==> src/logic/dao_pkg.sv <==
package dao_pkg;

  // -----------------------------------------------------------------
  // data widths and conversion pipeline
  // -----------------------------------------------------------------
  localparam int DAO_CODE_W = 10;
  localparam int DAO_MSB_POS = 9;
  localparam int DAO_PIPE_DEPTH = 6;

  // -----------------------------------------------------------------
  // register map, byte addresses
  // -----------------------------------------------------------------
  localparam logic [7:0] DAO_OFF_CTRL = 8'h00;
  localparam logic [7:0] DAO_OFF_STATUS = 8'h04;
  localparam logic [7:0] DAO_OFF_RESULT_FIRST = 8'h08;
  localparam logic [7:0] DAO_OFF_RESULT_SECOND = 8'h0c;

  // control register fields
  localparam int DAO_CTRL_SOFT_PD_FIRST = 0;
  localparam int DAO_CTRL_SOFT_PD_SECOND = 1;
  localparam logic [1:0] DAO_CTRL_RESET = 2'h0;

  // status register fields
  localparam int DAO_ST_MODE_FIRST = 0;
  localparam int DAO_ST_MODE_SECOND = 2;
  localparam int DAO_ST_TWOS = 4;
  localparam int DAO_ST_STAB = 5;
  localparam int DAO_ST_SWAP = 6;

  // result register fields
  localparam int DAO_RES_FLAG = 10;

  // -----------------------------------------------------------------
  // bus answers
  // -----------------------------------------------------------------
  localparam logic [1:0] DAO_RESP_OKAY = 2'h0;
  localparam logic [1:0] DAO_RESP_SLVERR = 2'h2;

  // -----------------------------------------------------------------
  // format setting levels
  // -----------------------------------------------------------------
  localparam logic [1:0] DAO_LVL_GND = 2'h0;
  localparam logic [1:0] DAO_LVL_THIRD = 2'h1;
  localparam logic [1:0] DAO_LVL_TWO_THIRDS = 2'h2;
  localparam logic [1:0] DAO_LVL_TOP = 2'h3;

  typedef enum logic [1:0] {
    DAO_MODE_NORMAL,
    DAO_MODE_HIZ,
    DAO_MODE_NAP,
    DAO_MODE_SLEEP
  } dao_mode_t;

endpackage

==> src/logic/dao_sync.sv <==
`timescale 1ns/1ps
module dao_sync #(
  parameter int WIDTH = 1
) (
  // clock and reset
  input wire logic aclk,
  input wire logic aresetn,
  // asynchronous in, synchronous out
  input wire logic [WIDTH-1:0] d,
  output logic [WIDTH-1:0] q
);

  logic [WIDTH-1:0] meta_r;

  // -----------------------------------------------------------------
  // two-stage synchroniser
  // -----------------------------------------------------------------
  always_ff @(posedge aclk) begin
    if (!aresetn) begin
      meta_r <= '0;
      q <= '0;
    end else begin
      meta_r <= d;
      q <= meta_r;
    end
  end

endmodule

==> src/logic/dao_pipe.sv <==
`timescale 1ns/1ps
module dao_pipe #(
  parameter int WIDTH = 11,
  parameter int DEPTH = 6
) (
  // clock and reset
  input wire logic aclk,
  input wire logic aresetn,
  // one shift per sample edge
  input wire logic shift,
  input wire logic [WIDTH-1:0] d,
  output logic [WIDTH-1:0] q
);

  logic [WIDTH-1:0] stage_r [DEPTH];

  // -----------------------------------------------------------------
  // delay line, read word comes out of a register
  // -----------------------------------------------------------------
  always_ff @(posedge aclk) begin
    if (!aresetn) begin
      for (int i = 0; i < DEPTH; i++) begin
        stage_r[i] <= '0;
      end
      q <= '0;
    end else if (shift) begin
      stage_r[0] <= d;
      for (int i = 1; i < DEPTH; i++) begin
        stage_r[i] <= stage_r[i-1];
      end
      q <= stage_r[DEPTH-1];
    end
  end

endmodule

==> src/logic/dao_top.sv <==
// The register addresses and the AXI4-Lite interface to the registers were left to the implementer.
`timescale 1ns/1ps
module dao_top #(
  parameter int CODE_W = dao_pkg::DAO_CODE_W,
  parameter int PIPE_DEPTH = dao_pkg::DAO_PIPE_DEPTH
) (
  // clock and reset
  input wire logic aclk,
  input wire logic aresetn,
  // converter pins, asynchronous to aclk
  input wire logic sample_clock_first,
  input wire logic sample_clock_second,
  input wire logic bus_swap_select,
  input wire logic power_down_first,
  input wire logic power_down_second,
  input wire logic output_enable_low_first,
  input wire logic output_enable_low_second,
  input wire logic [1:0] format_level,
  // quantiser results per channel, asynchronous to aclk
  input wire logic [CODE_W-1:0] sample_code_first,
  input wire logic sample_over_first,
  input wire logic [CODE_W-1:0] sample_code_second,
  input wire logic sample_over_second,
  // first output bus
  output logic [CODE_W-1:0] result_bus_first,
  output logic range_flag_first,
  output logic result_bus_first_oe,
  // second output bus
  output logic [CODE_W-1:0] result_bus_second,
  output logic range_flag_second,
  output logic result_bus_second_oe,
  // shared stabilizer state
  output logic stabilizer_on,
  // axi4-lite write address
  input wire logic [7:0] s_axi_awaddr,
  input wire logic s_axi_awvalid,
  output logic s_axi_awready,
  // axi4-lite write data
  input wire logic [31:0] s_axi_wdata,
  input wire logic [3:0] s_axi_wstrb,
  input wire logic s_axi_wvalid,
  output logic s_axi_wready,
  // axi4-lite write response
  output logic [1:0] s_axi_bresp,
  output logic s_axi_bvalid,
  input wire logic s_axi_bready,
  // axi4-lite read address
  input wire logic [7:0] s_axi_araddr,
  input wire logic s_axi_arvalid,
  output logic s_axi_arready,
  // axi4-lite read data
  output logic [31:0] s_axi_rdata,
  output logic [1:0] s_axi_rresp,
  output logic s_axi_rvalid,
  input wire logic s_axi_rready
);
  import dao_pkg::*;

  localparam int SYNC_W = 2 * CODE_W + 11;

  // -----------------------------------------------------------------
  // pin synchronisation
  // -----------------------------------------------------------------
  logic [SYNC_W-1:0] pins_async;
  logic [SYNC_W-1:0] pins_sync;
  logic clk_a_s;
  logic clk_b_s;
  logic swap_s;
  logic pd_a_s;
  logic pd_b_s;
  logic oel_a_s;
  logic oel_b_s;
  logic [1:0] level_s;
  logic [CODE_W-1:0] code_a_s;
  logic [CODE_W-1:0] code_b_s;
  logic over_a_s;
  logic over_b_s;

  assign pins_async = {sample_clock_first, sample_clock_second, bus_swap_select,
                       power_down_first, power_down_second,
                       output_enable_low_first, output_enable_low_second,
                       format_level, sample_over_first, sample_over_second,
                       sample_code_first, sample_code_second};

  dao_sync #(
    .WIDTH(SYNC_W)
  ) u_sync (
    .aclk(aclk),
    .aresetn(aresetn),
    .d(pins_async),
    .q(pins_sync)
  );

  assign {clk_a_s, clk_b_s, swap_s, pd_a_s, pd_b_s, oel_a_s, oel_b_s,
          level_s, over_a_s, over_b_s, code_a_s, code_b_s} = pins_sync;

  // -----------------------------------------------------------------
  // sample edge detection
  // -----------------------------------------------------------------
  logic clk_a_prev_r;
  logic clk_b_prev_r;
  logic edge_a;
  logic edge_b;

  always_ff @(posedge aclk) begin
    if (!aresetn) begin
      clk_a_prev_r <= 1'b0;
      clk_b_prev_r <= 1'b0;
    end else begin
      clk_a_prev_r <= clk_a_s;
      clk_b_prev_r <= clk_b_s;
    end
  end

  assign edge_a = clk_a_s && !clk_a_prev_r;
  assign edge_b = clk_b_s && !clk_b_prev_r;

  // -----------------------------------------------------------------
  // control register and per-channel mode
  // -----------------------------------------------------------------
  logic [1:0] ctrl_r;
  logic shdn_a;
  logic shdn_b;
  dao_mode_t mode_a;
  dao_mode_t mode_b;
  logic run_a;
  logic run_b;
  logic drive_a;
  logic drive_b;

  // software shutdown adds to the pin, each channel on its own
  assign shdn_a = pd_a_s || ctrl_r[DAO_CTRL_SOFT_PD_FIRST];
  assign shdn_b = pd_b_s || ctrl_r[DAO_CTRL_SOFT_PD_SECOND];

  function automatic dao_mode_t mode_of(input logic shdn, input logic oel);
    dao_mode_t m;
    m = DAO_MODE_NORMAL;
    case ({shdn, oel})
      2'b00: m = DAO_MODE_NORMAL;
      2'b01: m = DAO_MODE_HIZ;
      2'b10: m = DAO_MODE_NAP;
      2'b11: m = DAO_MODE_SLEEP;
      default: m = DAO_MODE_SLEEP;
    endcase
    return m;
  endfunction

  assign mode_a = mode_of(shdn_a, oel_a_s);
  assign mode_b = mode_of(shdn_b, oel_b_s);

  // converting in normal and hi-z modes, pipeline frozen in nap and sleep
  assign run_a = (mode_a == DAO_MODE_NORMAL) || (mode_a == DAO_MODE_HIZ);
  assign run_b = (mode_b == DAO_MODE_NORMAL) || (mode_b == DAO_MODE_HIZ);
  assign drive_a = (mode_a == DAO_MODE_NORMAL);
  assign drive_b = (mode_b == DAO_MODE_NORMAL);

  // -----------------------------------------------------------------
  // shared format decode
  // -----------------------------------------------------------------
  logic twos;
  logic stab;

  always_comb begin
    twos = 1'b0;
    stab = 1'b0;
    case (level_s)
      DAO_LVL_GND: begin
        twos = 1'b0;
        stab = 1'b0;
      end
      DAO_LVL_THIRD: begin
        twos = 1'b0;
        stab = 1'b1;
      end
      DAO_LVL_TWO_THIRDS: begin
        twos = 1'b1;
        stab = 1'b1;
      end
      DAO_LVL_TOP: begin
        twos = 1'b1;
        stab = 1'b0;
      end
      default: begin
        twos = 1'b0;
        stab = 1'b0;
      end
    endcase
  end

  // -----------------------------------------------------------------
  // conversion pipelines
  // -----------------------------------------------------------------
  logic [CODE_W:0] pipe_a_q;
  logic [CODE_W:0] pipe_b_q;

  dao_pipe #(
    .WIDTH(CODE_W + 1),
    .DEPTH(PIPE_DEPTH)
  ) u_pipe_a (
    .aclk(aclk),
    .aresetn(aresetn),
    .shift(edge_a && run_a),
    .d({over_a_s, code_a_s}),
    .q(pipe_a_q)
  );

  dao_pipe #(
    .WIDTH(CODE_W + 1),
    .DEPTH(PIPE_DEPTH)
  ) u_pipe_b (
    .aclk(aclk),
    .aresetn(aresetn),
    .shift(edge_b && run_b),
    .d({over_b_s, code_b_s}),
    .q(pipe_b_q)
  );

  // -----------------------------------------------------------------
  // output format and bus routing
  // -----------------------------------------------------------------
  logic [CODE_W-1:0] word_a;
  logic [CODE_W-1:0] word_b;
  logic flag_a;
  logic flag_b;

  // same format applies to both words
  assign word_a = pipe_a_q[CODE_W-1:0] ^ {twos, {(CODE_W-1){1'b0}}};
  assign word_b = pipe_b_q[CODE_W-1:0] ^ {twos, {(CODE_W-1){1'b0}}};
  assign flag_a = pipe_a_q[CODE_W];
  assign flag_b = pipe_b_q[CODE_W];

  always_ff @(posedge aclk) begin
    if (!aresetn) begin
      result_bus_first <= '0;
      range_flag_first <= 1'b0;
      result_bus_first_oe <= 1'b0;
      result_bus_second <= '0;
      range_flag_second <= 1'b0;
      result_bus_second_oe <= 1'b0;
    end else if (swap_s) begin
      result_bus_first <= word_a;
      range_flag_first <= flag_a;
      result_bus_first_oe <= drive_a;
      result_bus_second <= word_b;
      range_flag_second <= flag_b;
      result_bus_second_oe <= drive_b;
    end else begin
      result_bus_first <= word_b;
      range_flag_first <= flag_b;
      result_bus_first_oe <= drive_b;
      result_bus_second <= word_a;
      range_flag_second <= flag_a;
      result_bus_second_oe <= drive_a;
    end
  end

  always_ff @(posedge aclk) begin
    if (!aresetn) begin
      stabilizer_on <= 1'b0;
    end else begin
      stabilizer_on <= stab;
    end
  end

  // -----------------------------------------------------------------
  // axi4-lite write channel
  // -----------------------------------------------------------------
  logic [7:0] awaddr_r;
  logic [31:0] wdata_r;
  logic [3:0] wstrb_r;
  logic wr_fire;

  assign wr_fire = !s_axi_awready && !s_axi_wready && !s_axi_bvalid;

  always_ff @(posedge aclk) begin
    if (!aresetn) begin
      s_axi_awready <= 1'b1;
      awaddr_r <= '0;
    end else if (s_axi_awvalid && s_axi_awready) begin
      s_axi_awready <= 1'b0;
      awaddr_r <= s_axi_awaddr;
    end else if (s_axi_bvalid && s_axi_bready) begin
      s_axi_awready <= 1'b1;
    end
  end

  always_ff @(posedge aclk) begin
    if (!aresetn) begin
      s_axi_wready <= 1'b1;
      wdata_r <= '0;
      wstrb_r <= '0;
    end else if (s_axi_wvalid && s_axi_wready) begin
      s_axi_wready <= 1'b0;
      wdata_r <= s_axi_wdata;
      wstrb_r <= s_axi_wstrb;
    end else if (s_axi_bvalid && s_axi_bready) begin
      s_axi_wready <= 1'b1;
    end
  end

  always_ff @(posedge aclk) begin
    if (!aresetn) begin
      s_axi_bvalid <= 1'b0;
      s_axi_bresp <= DAO_RESP_OKAY;
    end else if (wr_fire) begin
      s_axi_bvalid <= 1'b1;
      s_axi_bresp <= (awaddr_r[7:2] == DAO_OFF_CTRL[7:2] ||
                      awaddr_r[7:2] == DAO_OFF_STATUS[7:2] ||
                      awaddr_r[7:2] == DAO_OFF_RESULT_FIRST[7:2] ||
                      awaddr_r[7:2] == DAO_OFF_RESULT_SECOND[7:2]) ?
                     DAO_RESP_OKAY : DAO_RESP_SLVERR;
    end else if (s_axi_bready) begin
      s_axi_bvalid <= 1'b0;
    end
  end

  // only the control register takes writes; read-only words ignore them
  always_ff @(posedge aclk) begin
    if (!aresetn) begin
      ctrl_r <= DAO_CTRL_RESET;
    end else if (wr_fire && awaddr_r[7:2] == DAO_OFF_CTRL[7:2] && wstrb_r[0]) begin
      ctrl_r <= wdata_r[1:0];
    end
  end

  // -----------------------------------------------------------------
  // axi4-lite read channel
  // -----------------------------------------------------------------
  logic [31:0] rd_word;
  logic rd_hit;

  always_comb begin
    rd_word = '0;
    rd_hit = 1'b1;
    case (s_axi_araddr[7:2])
      DAO_OFF_CTRL[7:2]: begin
        rd_word[1:0] = ctrl_r;
      end
      DAO_OFF_STATUS[7:2]: begin
        rd_word[DAO_ST_MODE_FIRST+1:DAO_ST_MODE_FIRST] = mode_a;
        rd_word[DAO_ST_MODE_SECOND+1:DAO_ST_MODE_SECOND] = mode_b;
        rd_word[DAO_ST_TWOS] = twos;
        rd_word[DAO_ST_STAB] = stab;
        rd_word[DAO_ST_SWAP] = swap_s;
      end
      DAO_OFF_RESULT_FIRST[7:2]: begin
        rd_word[CODE_W-1:0] = word_a;
        rd_word[DAO_RES_FLAG] = flag_a;
      end
      DAO_OFF_RESULT_SECOND[7:2]: begin
        rd_word[CODE_W-1:0] = word_b;
        rd_word[DAO_RES_FLAG] = flag_b;
      end
      default: begin
        rd_hit = 1'b0;
      end
    endcase
  end

  always_ff @(posedge aclk) begin
    if (!aresetn) begin
      s_axi_arready <= 1'b1;
      s_axi_rvalid <= 1'b0;
      s_axi_rdata <= '0;
      s_axi_rresp <= DAO_RESP_OKAY;
    end else if (s_axi_arvalid && s_axi_arready) begin
      s_axi_arready <= 1'b0;
      s_axi_rvalid <= 1'b1;
      s_axi_rdata <= rd_word;
      s_axi_rresp <= rd_hit ? DAO_RESP_OKAY : DAO_RESP_SLVERR;
    end else if (s_axi_rvalid && s_axi_rready) begin
      s_axi_arready <= 1'b1;
      s_axi_rvalid <= 1'b0;
    end
  end

endmodule

==> config.mk <==
export PLATFORM = sky130hd
export DESIGN_NAME = dao_top
export DESIGN_NICKNAME = d
export VERILOG_FILES = /design/src/logic/dao_pkg.sv /design/src/logic/dao_sync.sv /design/src/logic/dao_pipe.sv /design/src/logic/dao_top.sv
export SDC_FILE = /design/constraint.sdc
export NUM_CORES = 1
export LEC_CHECK = 0
export BUFFER_PORTS_ARGS = -buffer_cell sky130_fd_sc_hd__buf_2
export CORE_MARGIN = 2
export CORE_UTILIZATION = 23
export DETAILED_ROUTE_END_ITERATION = 6
export PLACE_DENSITY = 0.47
export SLEW_MARGIN = 20
export SYNTH_ARGS = -nofsm -noshare
export SYNTH_HDL_FRONTEND = slang
export SYNTH_SLANG_ARGS = --single-unit
==> constraint.sdc <==
create_clock -name aclk -period 4.14 [get_ports aclk]
set_clock_uncertainty 0.1 [all_clocks]
set_input_delay 1.242 -clock aclk [delete_from_list [all_inputs] [get_ports aclk]]
set_output_delay 1.242 -clock aclk [all_outputs]
set_load 0.05 [all_outputs]
After elaboration in Yosys (flattened, before gate mapping)

Memories as Yosys holds them, arrays and structs flattened. A register that Yosys moved wholly into a read port is not among the register bits.
Cells that the tools add are included.

Flip-flop bits (word level): 122
Bits in writable memories: 132
Word-level logic and storage cells: 143
Memories kept: 2

Equality and inequality tests: 17
Muxes and demuxes: 44
Bitwise gates (word level): 14
Reductions and logical operators: 43

Memory list:

| name             | words | width | rd ports | clocked after memory_dff | wr ports | RTL line       | RTL |
|---|---|---|---|---|---|---|---|
| u_pipe_a.stage_r | 6     | 11    | 6        | 1                        | 6        | dao_pipe.sv:15 | `logic [WIDTH-1:0] stage_r [DEPTH];` |
| u_pipe_b.stage_r | 6     | 11    | 6        | 1                        | 6        | dao_pipe.sv:15 |  |

Operators by type and width:

| kind               | number |
|---|---|
| $mux 11            | 12 |
| $eq 6x2->1 const B | 4 |
| $pmux 2 s4         | 3 |
| $mux 1             | 21 |
| $mux 10            | 2 |
| $xor 10x10->10     | 2 |
| $pmux 5 s3         | 1 |
| $logic_and 1x1->1  | 13 |
| $eq 2x2->1 const B | 6 |
| $eq 6x1->1 const B | 2 |
| $logic_not 6->1    | 2 |
| $or 1x1->1         | 12 |
| $eq 2x1->1 const B | 5 |
| $logic_not 2->1    | 5 |
| $pmux 4 s2         | 1 |
| $reduce_bool 2->1  | 4 |
| $reduce_or 2->1    | 4 |
| $logic_not 1->1    | 7 |
| $logic_or 1x1->1   | 7 |
| $mux 2             | 2 |
| $pmux 1 s2         | 2 |
| $reduce_or 4->1    | 1 |

Longest topological paths before layout

Gate-level depths: netlist (run 1).

Word-level depth: 10
Gate-level depth with buffers: 5

Hierarchy

A second synthesis (run 1) with hierarchy kept.

Cells, all modules: 767
Area, all modules: 10,182.3 sq um

By module, submodules not included:

| module   | instances | cells an instance | area an instance (sq um) | seq. area each (sq um) |
|---|---|---|---|---|
| dao_pipe | 2         | 183               | 2,966.6                  | 2,202.1 |
| dao_top  | 1         | 271               | 2,512.4                  | 1,121.1 |
| dao_sync | 1         | 130               | 1,736.7                  | 1,241.2 |

Worst setup path before layout (run 1)

Ideal clock, no wire load.

Path type: input to register
Start point: in aresetn
End point: mem u_pipe_a.stage_r[0][0] (enable)
Setup time: 0.707 ns
Arrival time: 2.577 ns
Slack: 0.757 ns
Stages on the path: 2
Path buffers: 1
Path through: clkbuf_1 > nand2_1

RTL lines:

| item        | RTL line       | RTL |
|---|---|---|
| from (decl) | dao_top.sv:9   | `input wire logic aresetn,` |
| to (decl)   | dao_pipe.sv:15 |  |

Worst setup path after layout (run 1)

Start point: reg s_axi_awready
End point: out s_axi_awready

RTL lines:

| item                   | RTL line       | RTL |
|---|---|---|
| from (decl)            | dao_top.sv:37  | `output logic s_axi_awready,` |
| from (signal assigned) | dao_top.sv:277 | `s_axi_awready <= 1'b1;` |
| from (signal assigned) | dao_top.sv:280 | `s_axi_awready <= 1'b0;` |
| from (signal assigned) | dao_top.sv:283 | `s_axi_awready <= 1'b1;` |

No word-level cell between the ends.

==> impl_results.md, run 1 <==
- Yosys top cell by area: edfxtp_1
- Switching Share: 22.9%
- Max-slew violations: 0
- Setup crit end kind: output port
- Top FF cell, synth: dfxtp_1
- Syn_area_per_cell: 12.5 sq um
- Vias in the first global route: 5176
- CTS resizes: 0
- Sequential share of power: 52.0%
- Max cap viols: 0
- Worst Hold Depth: 1
- P_sw: 1.31 mW
- Status: finished clean
- Worst-Margin Slew: 0.874 ns
- Nets: 960
- Synth Warn #: 0
- Async S/R FF share, synth: 0%
- Post-synth top cells: 140 x dfxtp_1, 133 x and3_1, 132 x edfxtp_1
- Initial antenna violation count: 0
- Critical path launch point: s_axi_awready
- Worst Hold Endpoint: u_sync.q[14]
- Die Span Y: 211 um
- Final hold violation count: 0
- Core area: 42200 sq um
- Crit-path leading delay family: flip-flops
- Netlist Area Pre-Place: 9890 sq um
- RSZ-0062 raised after global routing: no
- Clock share of power: 42.5%
- CP Buf/Inv Count: 1
- Largest net degree at the start of global routing: 111
- Die Footprint: 44700 sq um
- Starting Density: 23.4%
- Worst setup SP type: register
- Initial DRC count: 393
- Fin Hold WS: 0.330 ns
- Detailed Route WL: 18200 um
- Max_slew headroom: 41.7%
- Required time of the critical path: 2.80 ns
- Min-Delay Path Class: reg2reg
- R2r endpoint: u_pipe_b.stage_r[1][9]
- Post-Syn Instances: 791
- LEAKAGE: 4.93 nW
- Max Root-Sink Buffers: 3
- Io pins: 156
- Final non-filler cell total: 1430
- TNS Setup: 0 ns
- Design area: 11700 sq um
- Cell Area, Placed: 10800 sq um
- Clock-pin slew of the registers on the worst-case setup and hold paths: 0.06 ns
- Final setup fails: 0
- Cts hold-fix bufs: 0
- Critical Path, Cell by Cell: buf_2
- Synth area leaders: edfxtp_1 40%, dfxtp_1 28%, and3_1 8.4%, and2_1 4.1%, mux2i_1 2.7%
- Tot GR Track Use: 8.00%
- Final Util: 27.6%
- Sequential fraction of the synthesis area: 68.4%
- CTS Root Cell: clkbuf_16
- VDD IR max: 0.257 mV
- Final Power: 5.72 mW
- Post-route ant nets: 0
- Tmin final: 2.71 ns
- Die X: 211 um
- Total gr overflow: 0
- Post-CTS Repair Setup Buffers: 0
- Kind of critical path: reg2out
- Count leader, synth: dfxtp_1
- Share of cells above drive strength 1: 18.5%
- Layout area overhead: 17.9%
- Reg2Reg Depth: 3
- Worst path max stage delay: 0.48 ns
- Maximum clock frequency: 370 MHz
- H-Tree Level Count: 1
- Hpwl dp: 11000 um
- DRT Pass-1 Iters: 4
- Distinct cells, synth: 39
- Cell Rows: 75
- Power per cell area: 491 nW/um^2
- Worst R2R Start: ctrl_r[1]
- Combinational share of power: 5.4%
- Port bufs: 95
- First-pass GRT wire length: 28800 um
- Int Pwr: 4.41 mW
- Worst reg2reg setup slack: 1.71 ns
- Period utilization: 65.4%
- CP Data Arrival Time: 1.36 ns
- Remaining DRCs: 0
- Hold Crit Start: u_sync.meta_r[14]
- Post-synth EDFFs: 132
- Final GP Congestion: 0.767
- Worst setup margin: 1.43 ns
- CP Max Fanout: 10
- Wire per inst: 12.8 um
- CTS tree: yes
- Latest clock arrival within the worst-skew pair: 0.56 ns
- Vias per inst: 3.96
- Dpl cells: 1376
- Cts bufs inserted: 29
- CP max-delay cell: dfxtp_1
- Routed via count: 5659
- Post-synth top area share: 40.1%
- Synth Register Bits: 272
- Ant diodes: 0
- Post-Place Worst Slack: 1.21 ns
- Clock sink total: 272
[worst max path at each step]
stage,endpoint,slack [ns],cells past startpoint
finish,s_axi_awready,1.43,1
global route,s_axi_awready,1.35,1
CTS,s_axi_awready,1.41,1
detailed placement,s_axi_rdata[3],1.21,4
global placement,s_axi_rdata[2],1.24,4
floorplan,u_pipe_a.stage_r[0][0],0.76,2
[cell usage in the layout (no fill, tap or decap), types with 3 or more instances in the layout]
cell type and n:
dfxtp_1 140, and3_1 133, edfxtp_1 132, buf_2 94
and2_1 65, nand2_1 65, a21oi_1 39, nor2_1 29
clkbuf_16 29, mux2i_1 27, conb_1 23, nand3_1 16
o21ai_0 10, clkbuf_1 9, buf_4 9, mux2_2 6
nand4_1 5, nand2b_1 5, inv_1 4, clkbuf_4 4
clkinv_2 4, xnor2_1 3, a32oi_1 3, nor3_1 3
clkbuf_8 3
[logic make-up after synthesis]
family                     share of synthesized area (%)
and+or+nand+nor                                     19.1
DFF                                                 68.4
buffers and inverters                               4.78
AOI/OAI and AO/OA                                   3.48
muxes                                               3.64
xor gates and xnor gates                           0.266
adders and majority gates                          0.253
other                                             0.0379
[metal layers]
| layer | share of wire, % | track usage, % |
|---|---|---|
| met2 | 39 | 11.0 |
| met5 | 0 | 0 |
| met3 | 6.0 | 1.82 |
| met1 | 52 | 12.2 |
| met4 | 2.3 | 2.67 |
[registers in the layout (all words and copies together), names as in the netlist, 2 cells and up]
| register | count |
|---|---|
| u_pipe_a.q | 11 |
| s_axi_rdata | 11 |
| u_pipe_a.stage_r | 66 |
| result_bus_first | 10 |
| wdata_r | 2 |
| u_pipe_b.q | 11 |
| u_pipe_b.stage_r | 66 |
| result_bus_second | 10 |
| ctrl_r | 2 |
| awaddr_r | 6 |
| u_sync.q | 31 |
| u_sync.meta_r | 31 |
[final cells by class]
cell class / count / area (sq um)
clock buffers: 45 / 831
clock inverters: 9 / 71.3
fillers: 4403 / 30600
inverters: 5 / 18.8
multi-input cells: 456 / 2740
flip-flops and latches: 272 / 6770
well taps: 539 / 674
repair buffers: 104 / 558
[power groups by stage]
stage	clock (mW)	sequential, mW	combinational [mW]
final	2.43	2.98	0.312
after global placement	0	3.03	0.314
after CTS	2.53	2.98	0.317
after detailed placement	0	3.04	0.316
after global routing	2.64	2.99	0.344
after floorplan	0	3.06	0.219
(Power assumes the default switching activity.)
==> run 2: changes to the inputs <==
==> constraint.sdc (replaced) <==
create_clock -name aclk -period 2.8 [get_ports aclk]
set_clock_uncertainty 0.1 [all_clocks]
set_input_delay 0.84 -clock aclk [delete_from_list [all_inputs] [get_ports aclk]]
set_output_delay 0.84 -clock aclk [all_outputs]
set_load 0.05 [all_outputs]
==> impl_results.md, run 2 (same netlist as run 1, synthesis figures left out) <==
- Status: finished clean
- CP max-delay cell: dfxtp_1
- Leading cell types in the layout, fill and taps excluded: 140 x dfxtp_1, 133 x and3_1, 132 x edfxtp_1
- Cell Rows: 75 (unchanged)
- Setup crit end kind: output port
- Total gr overflow: 0 (unchanged)
- TNS Setup: 0 ns (unchanged)
- Tmin final: 2.30 ns
- Fin Hold WS: 0.330 ns (-0.000411 ns)
- Final hold violation count: 0 (unchanged)
- Vias per inst: 3.94 (-0.53%)
- Max cap viols: 0 (unchanged)
- H-Tree Level Count: 1 (unchanged)
- Worst-Margin Slew: 1.08 ns (+0.209 ns)
- Max Root-Sink Buffers: 3 (unchanged)
- Detailed Route WL: 18400 um (+0.84%)
- RSZ-0062 raised after global routing: no
- Most common cell after layout, fill and taps aside: dfxtp_1
- Worst reg2reg setup slack: 0.66 ns (-1.05 ns)
- CTS resizes: 0 (unchanged)
- Worst Hold Endpoint: u_sync.q[15]
- Hpwl dp: 11400 um (+3.3%)
- DRT Pass-1 Iters: 5 (+1)
- CTS tree: yes
- Tot GR Track Use: 8.11% (+0.11 points)
- Reg2Reg Depth: 3 (unchanged)
- Io pins: 156 (unchanged)
- Die Footprint: 44700 sq um (unchanged)
- Kind of critical path: reg2out
- Worst path max stage delay: 0.49 ns (about the same)
- Initial DRC count: 400 (+1.8%)
- Final GP Congestion: 0.790 (+3.0%)
- Worst Hold Depth: 1 (unchanged)
- Top flop regs: u_pipe_a.stage_r x66, u_pipe_b.stage_r x66
- CP Data Arrival Time: 1.36 ns (about the same)
- Ant diodes: 0 (unchanged)
- Clock sink total: 272 (unchanged)
- Remaining DRCs: 0 (unchanged)
- CP Buf/Inv Count: 1 (unchanged)
- Cts bufs inserted: 28 (-3.4%)
- Initial antenna violation count: 1 (+1)
- VDD IR max: 0.390 mV (+52%)
- Post-CTS Repair Setup Buffers: 0 (unchanged)
- Vias in the first global route: 5225 (+0.95%)
- Routed via count: 5629 (-0.53%)
- Post-route ant nets: 0 (unchanged)
- Worst R2R Start: ctrl_r[1]
- Period utilization: 82.2%
- Largest net degree at the start of global routing: 78 (-30%)
- Port bufs: 95 (unchanged)
- Latest clock arrival within the worst-skew pair: 0.55 ns (about the same)
- Nets: 962 (+0.21%)
- CTS Root Cell: clkbuf_16
- Max-slew violations: 0 (unchanged)
- Min-Delay Path Class: reg2reg
- Final setup fails: 0 (unchanged)
- Layout area overhead: 18.3%
- Required time of the critical path: 1.86 ns (-0.94 ns)
- Starting Density: 23.4% (unchanged)
- Worst setup SP type: register
- Share of cells above drive strength 1: 18.1% (-0.45 points)
- CP Max Fanout: 10 (unchanged)
- Hold Crit Start: u_sync.meta_r[15]
- Clock-pin slew of the registers on the worst-case setup and hold paths: 0.06 ns (about the same)
- Die Span Y: 211 um (unchanged)
- First-pass GRT wire length: 28900 um (+0.48%)
- LEAKAGE: 4.94 nW (+0.15%)
- Power per cell area: 713 nW/um^2 (+45%)
- Cts hold-fix bufs: 0 (unchanged)
- Core area: 42200 sq um (unchanged)
- Maximum clock frequency: 435 MHz
- Critical Path, Cell by Cell: buf_2
- Crit-path leading delay family: flip-flops
- R2r endpoint: u_pipe_b.stage_r[2][10]
- Die X: 211 um (unchanged)
- Max_slew headroom: 27.7% (-14 points)
- Wire per inst: 12.9 um (+0.84%)
-- run 2: layer usage --
layer  up-vias  share of wire [%]  GRT usage (%)
met5         -              0.060              0
met2       140                 40           11.3
met1      2565                 52           12.2
met3        33                5.5           1.99
li1       2889                  -              -
met4         2                2.3           2.65
-- run 2: power breakdown --
part	switching, mW	internal [mW]
registers	0.0627	4.34
logic	0.336	0.133
clock network	1.47	1.99
total	1.87	6.47
-- run 2: layout make-up --
class | instances | area (sq um)
clock buffers | 47 | 820
clock inverters | 4 | 48.8
fillers | 4391 | 30500
inverters | 5 | 18.8
multi-input cells | 456 | 2740
flip-flops and latches | 272 | 6770
well taps | 539 | 674
repair buffers | 107 | 631
-- run 2: worst max path at each step --
| stage | startpoint | to | slack [ns] | cells after the start |
|---|---|---|---|---|
| final | s_axi_awready | s_axi_awready | 0.50 | 1 |
| after global routing | s_axi_awready | s_axi_awready | 0.42 | 1 |
| after CTS | s_axi_awready | s_axi_awready | 0.46 | 1 |
| after detailed placement | aresetn | range_flag_second | 0.42 | 3 |
| after global placement | aresetn | result_bus_second[9] | 0.49 | 3 |
| after floorplan | ctrl_r[0] | u_pipe_a.stage_r[0][0] | 0.42 | 3 |
-- run 2: metrics by stage --
step	utilization [%]	std cells	power, mW	setup WS [ns]	cell area, sq um
after floorplan	-	813	4.85	0.416	9980
after global placement	25.6	1379	4.96	0.485	10800
after detailed placement	25.6	1379	4.97	0.418	10800
after CTS	27.7	1430	8.49	0.461	11700
after global routing	27.7	1430	8.71	0.422	11700
final	27.7	1430	8.34	0.499	11700
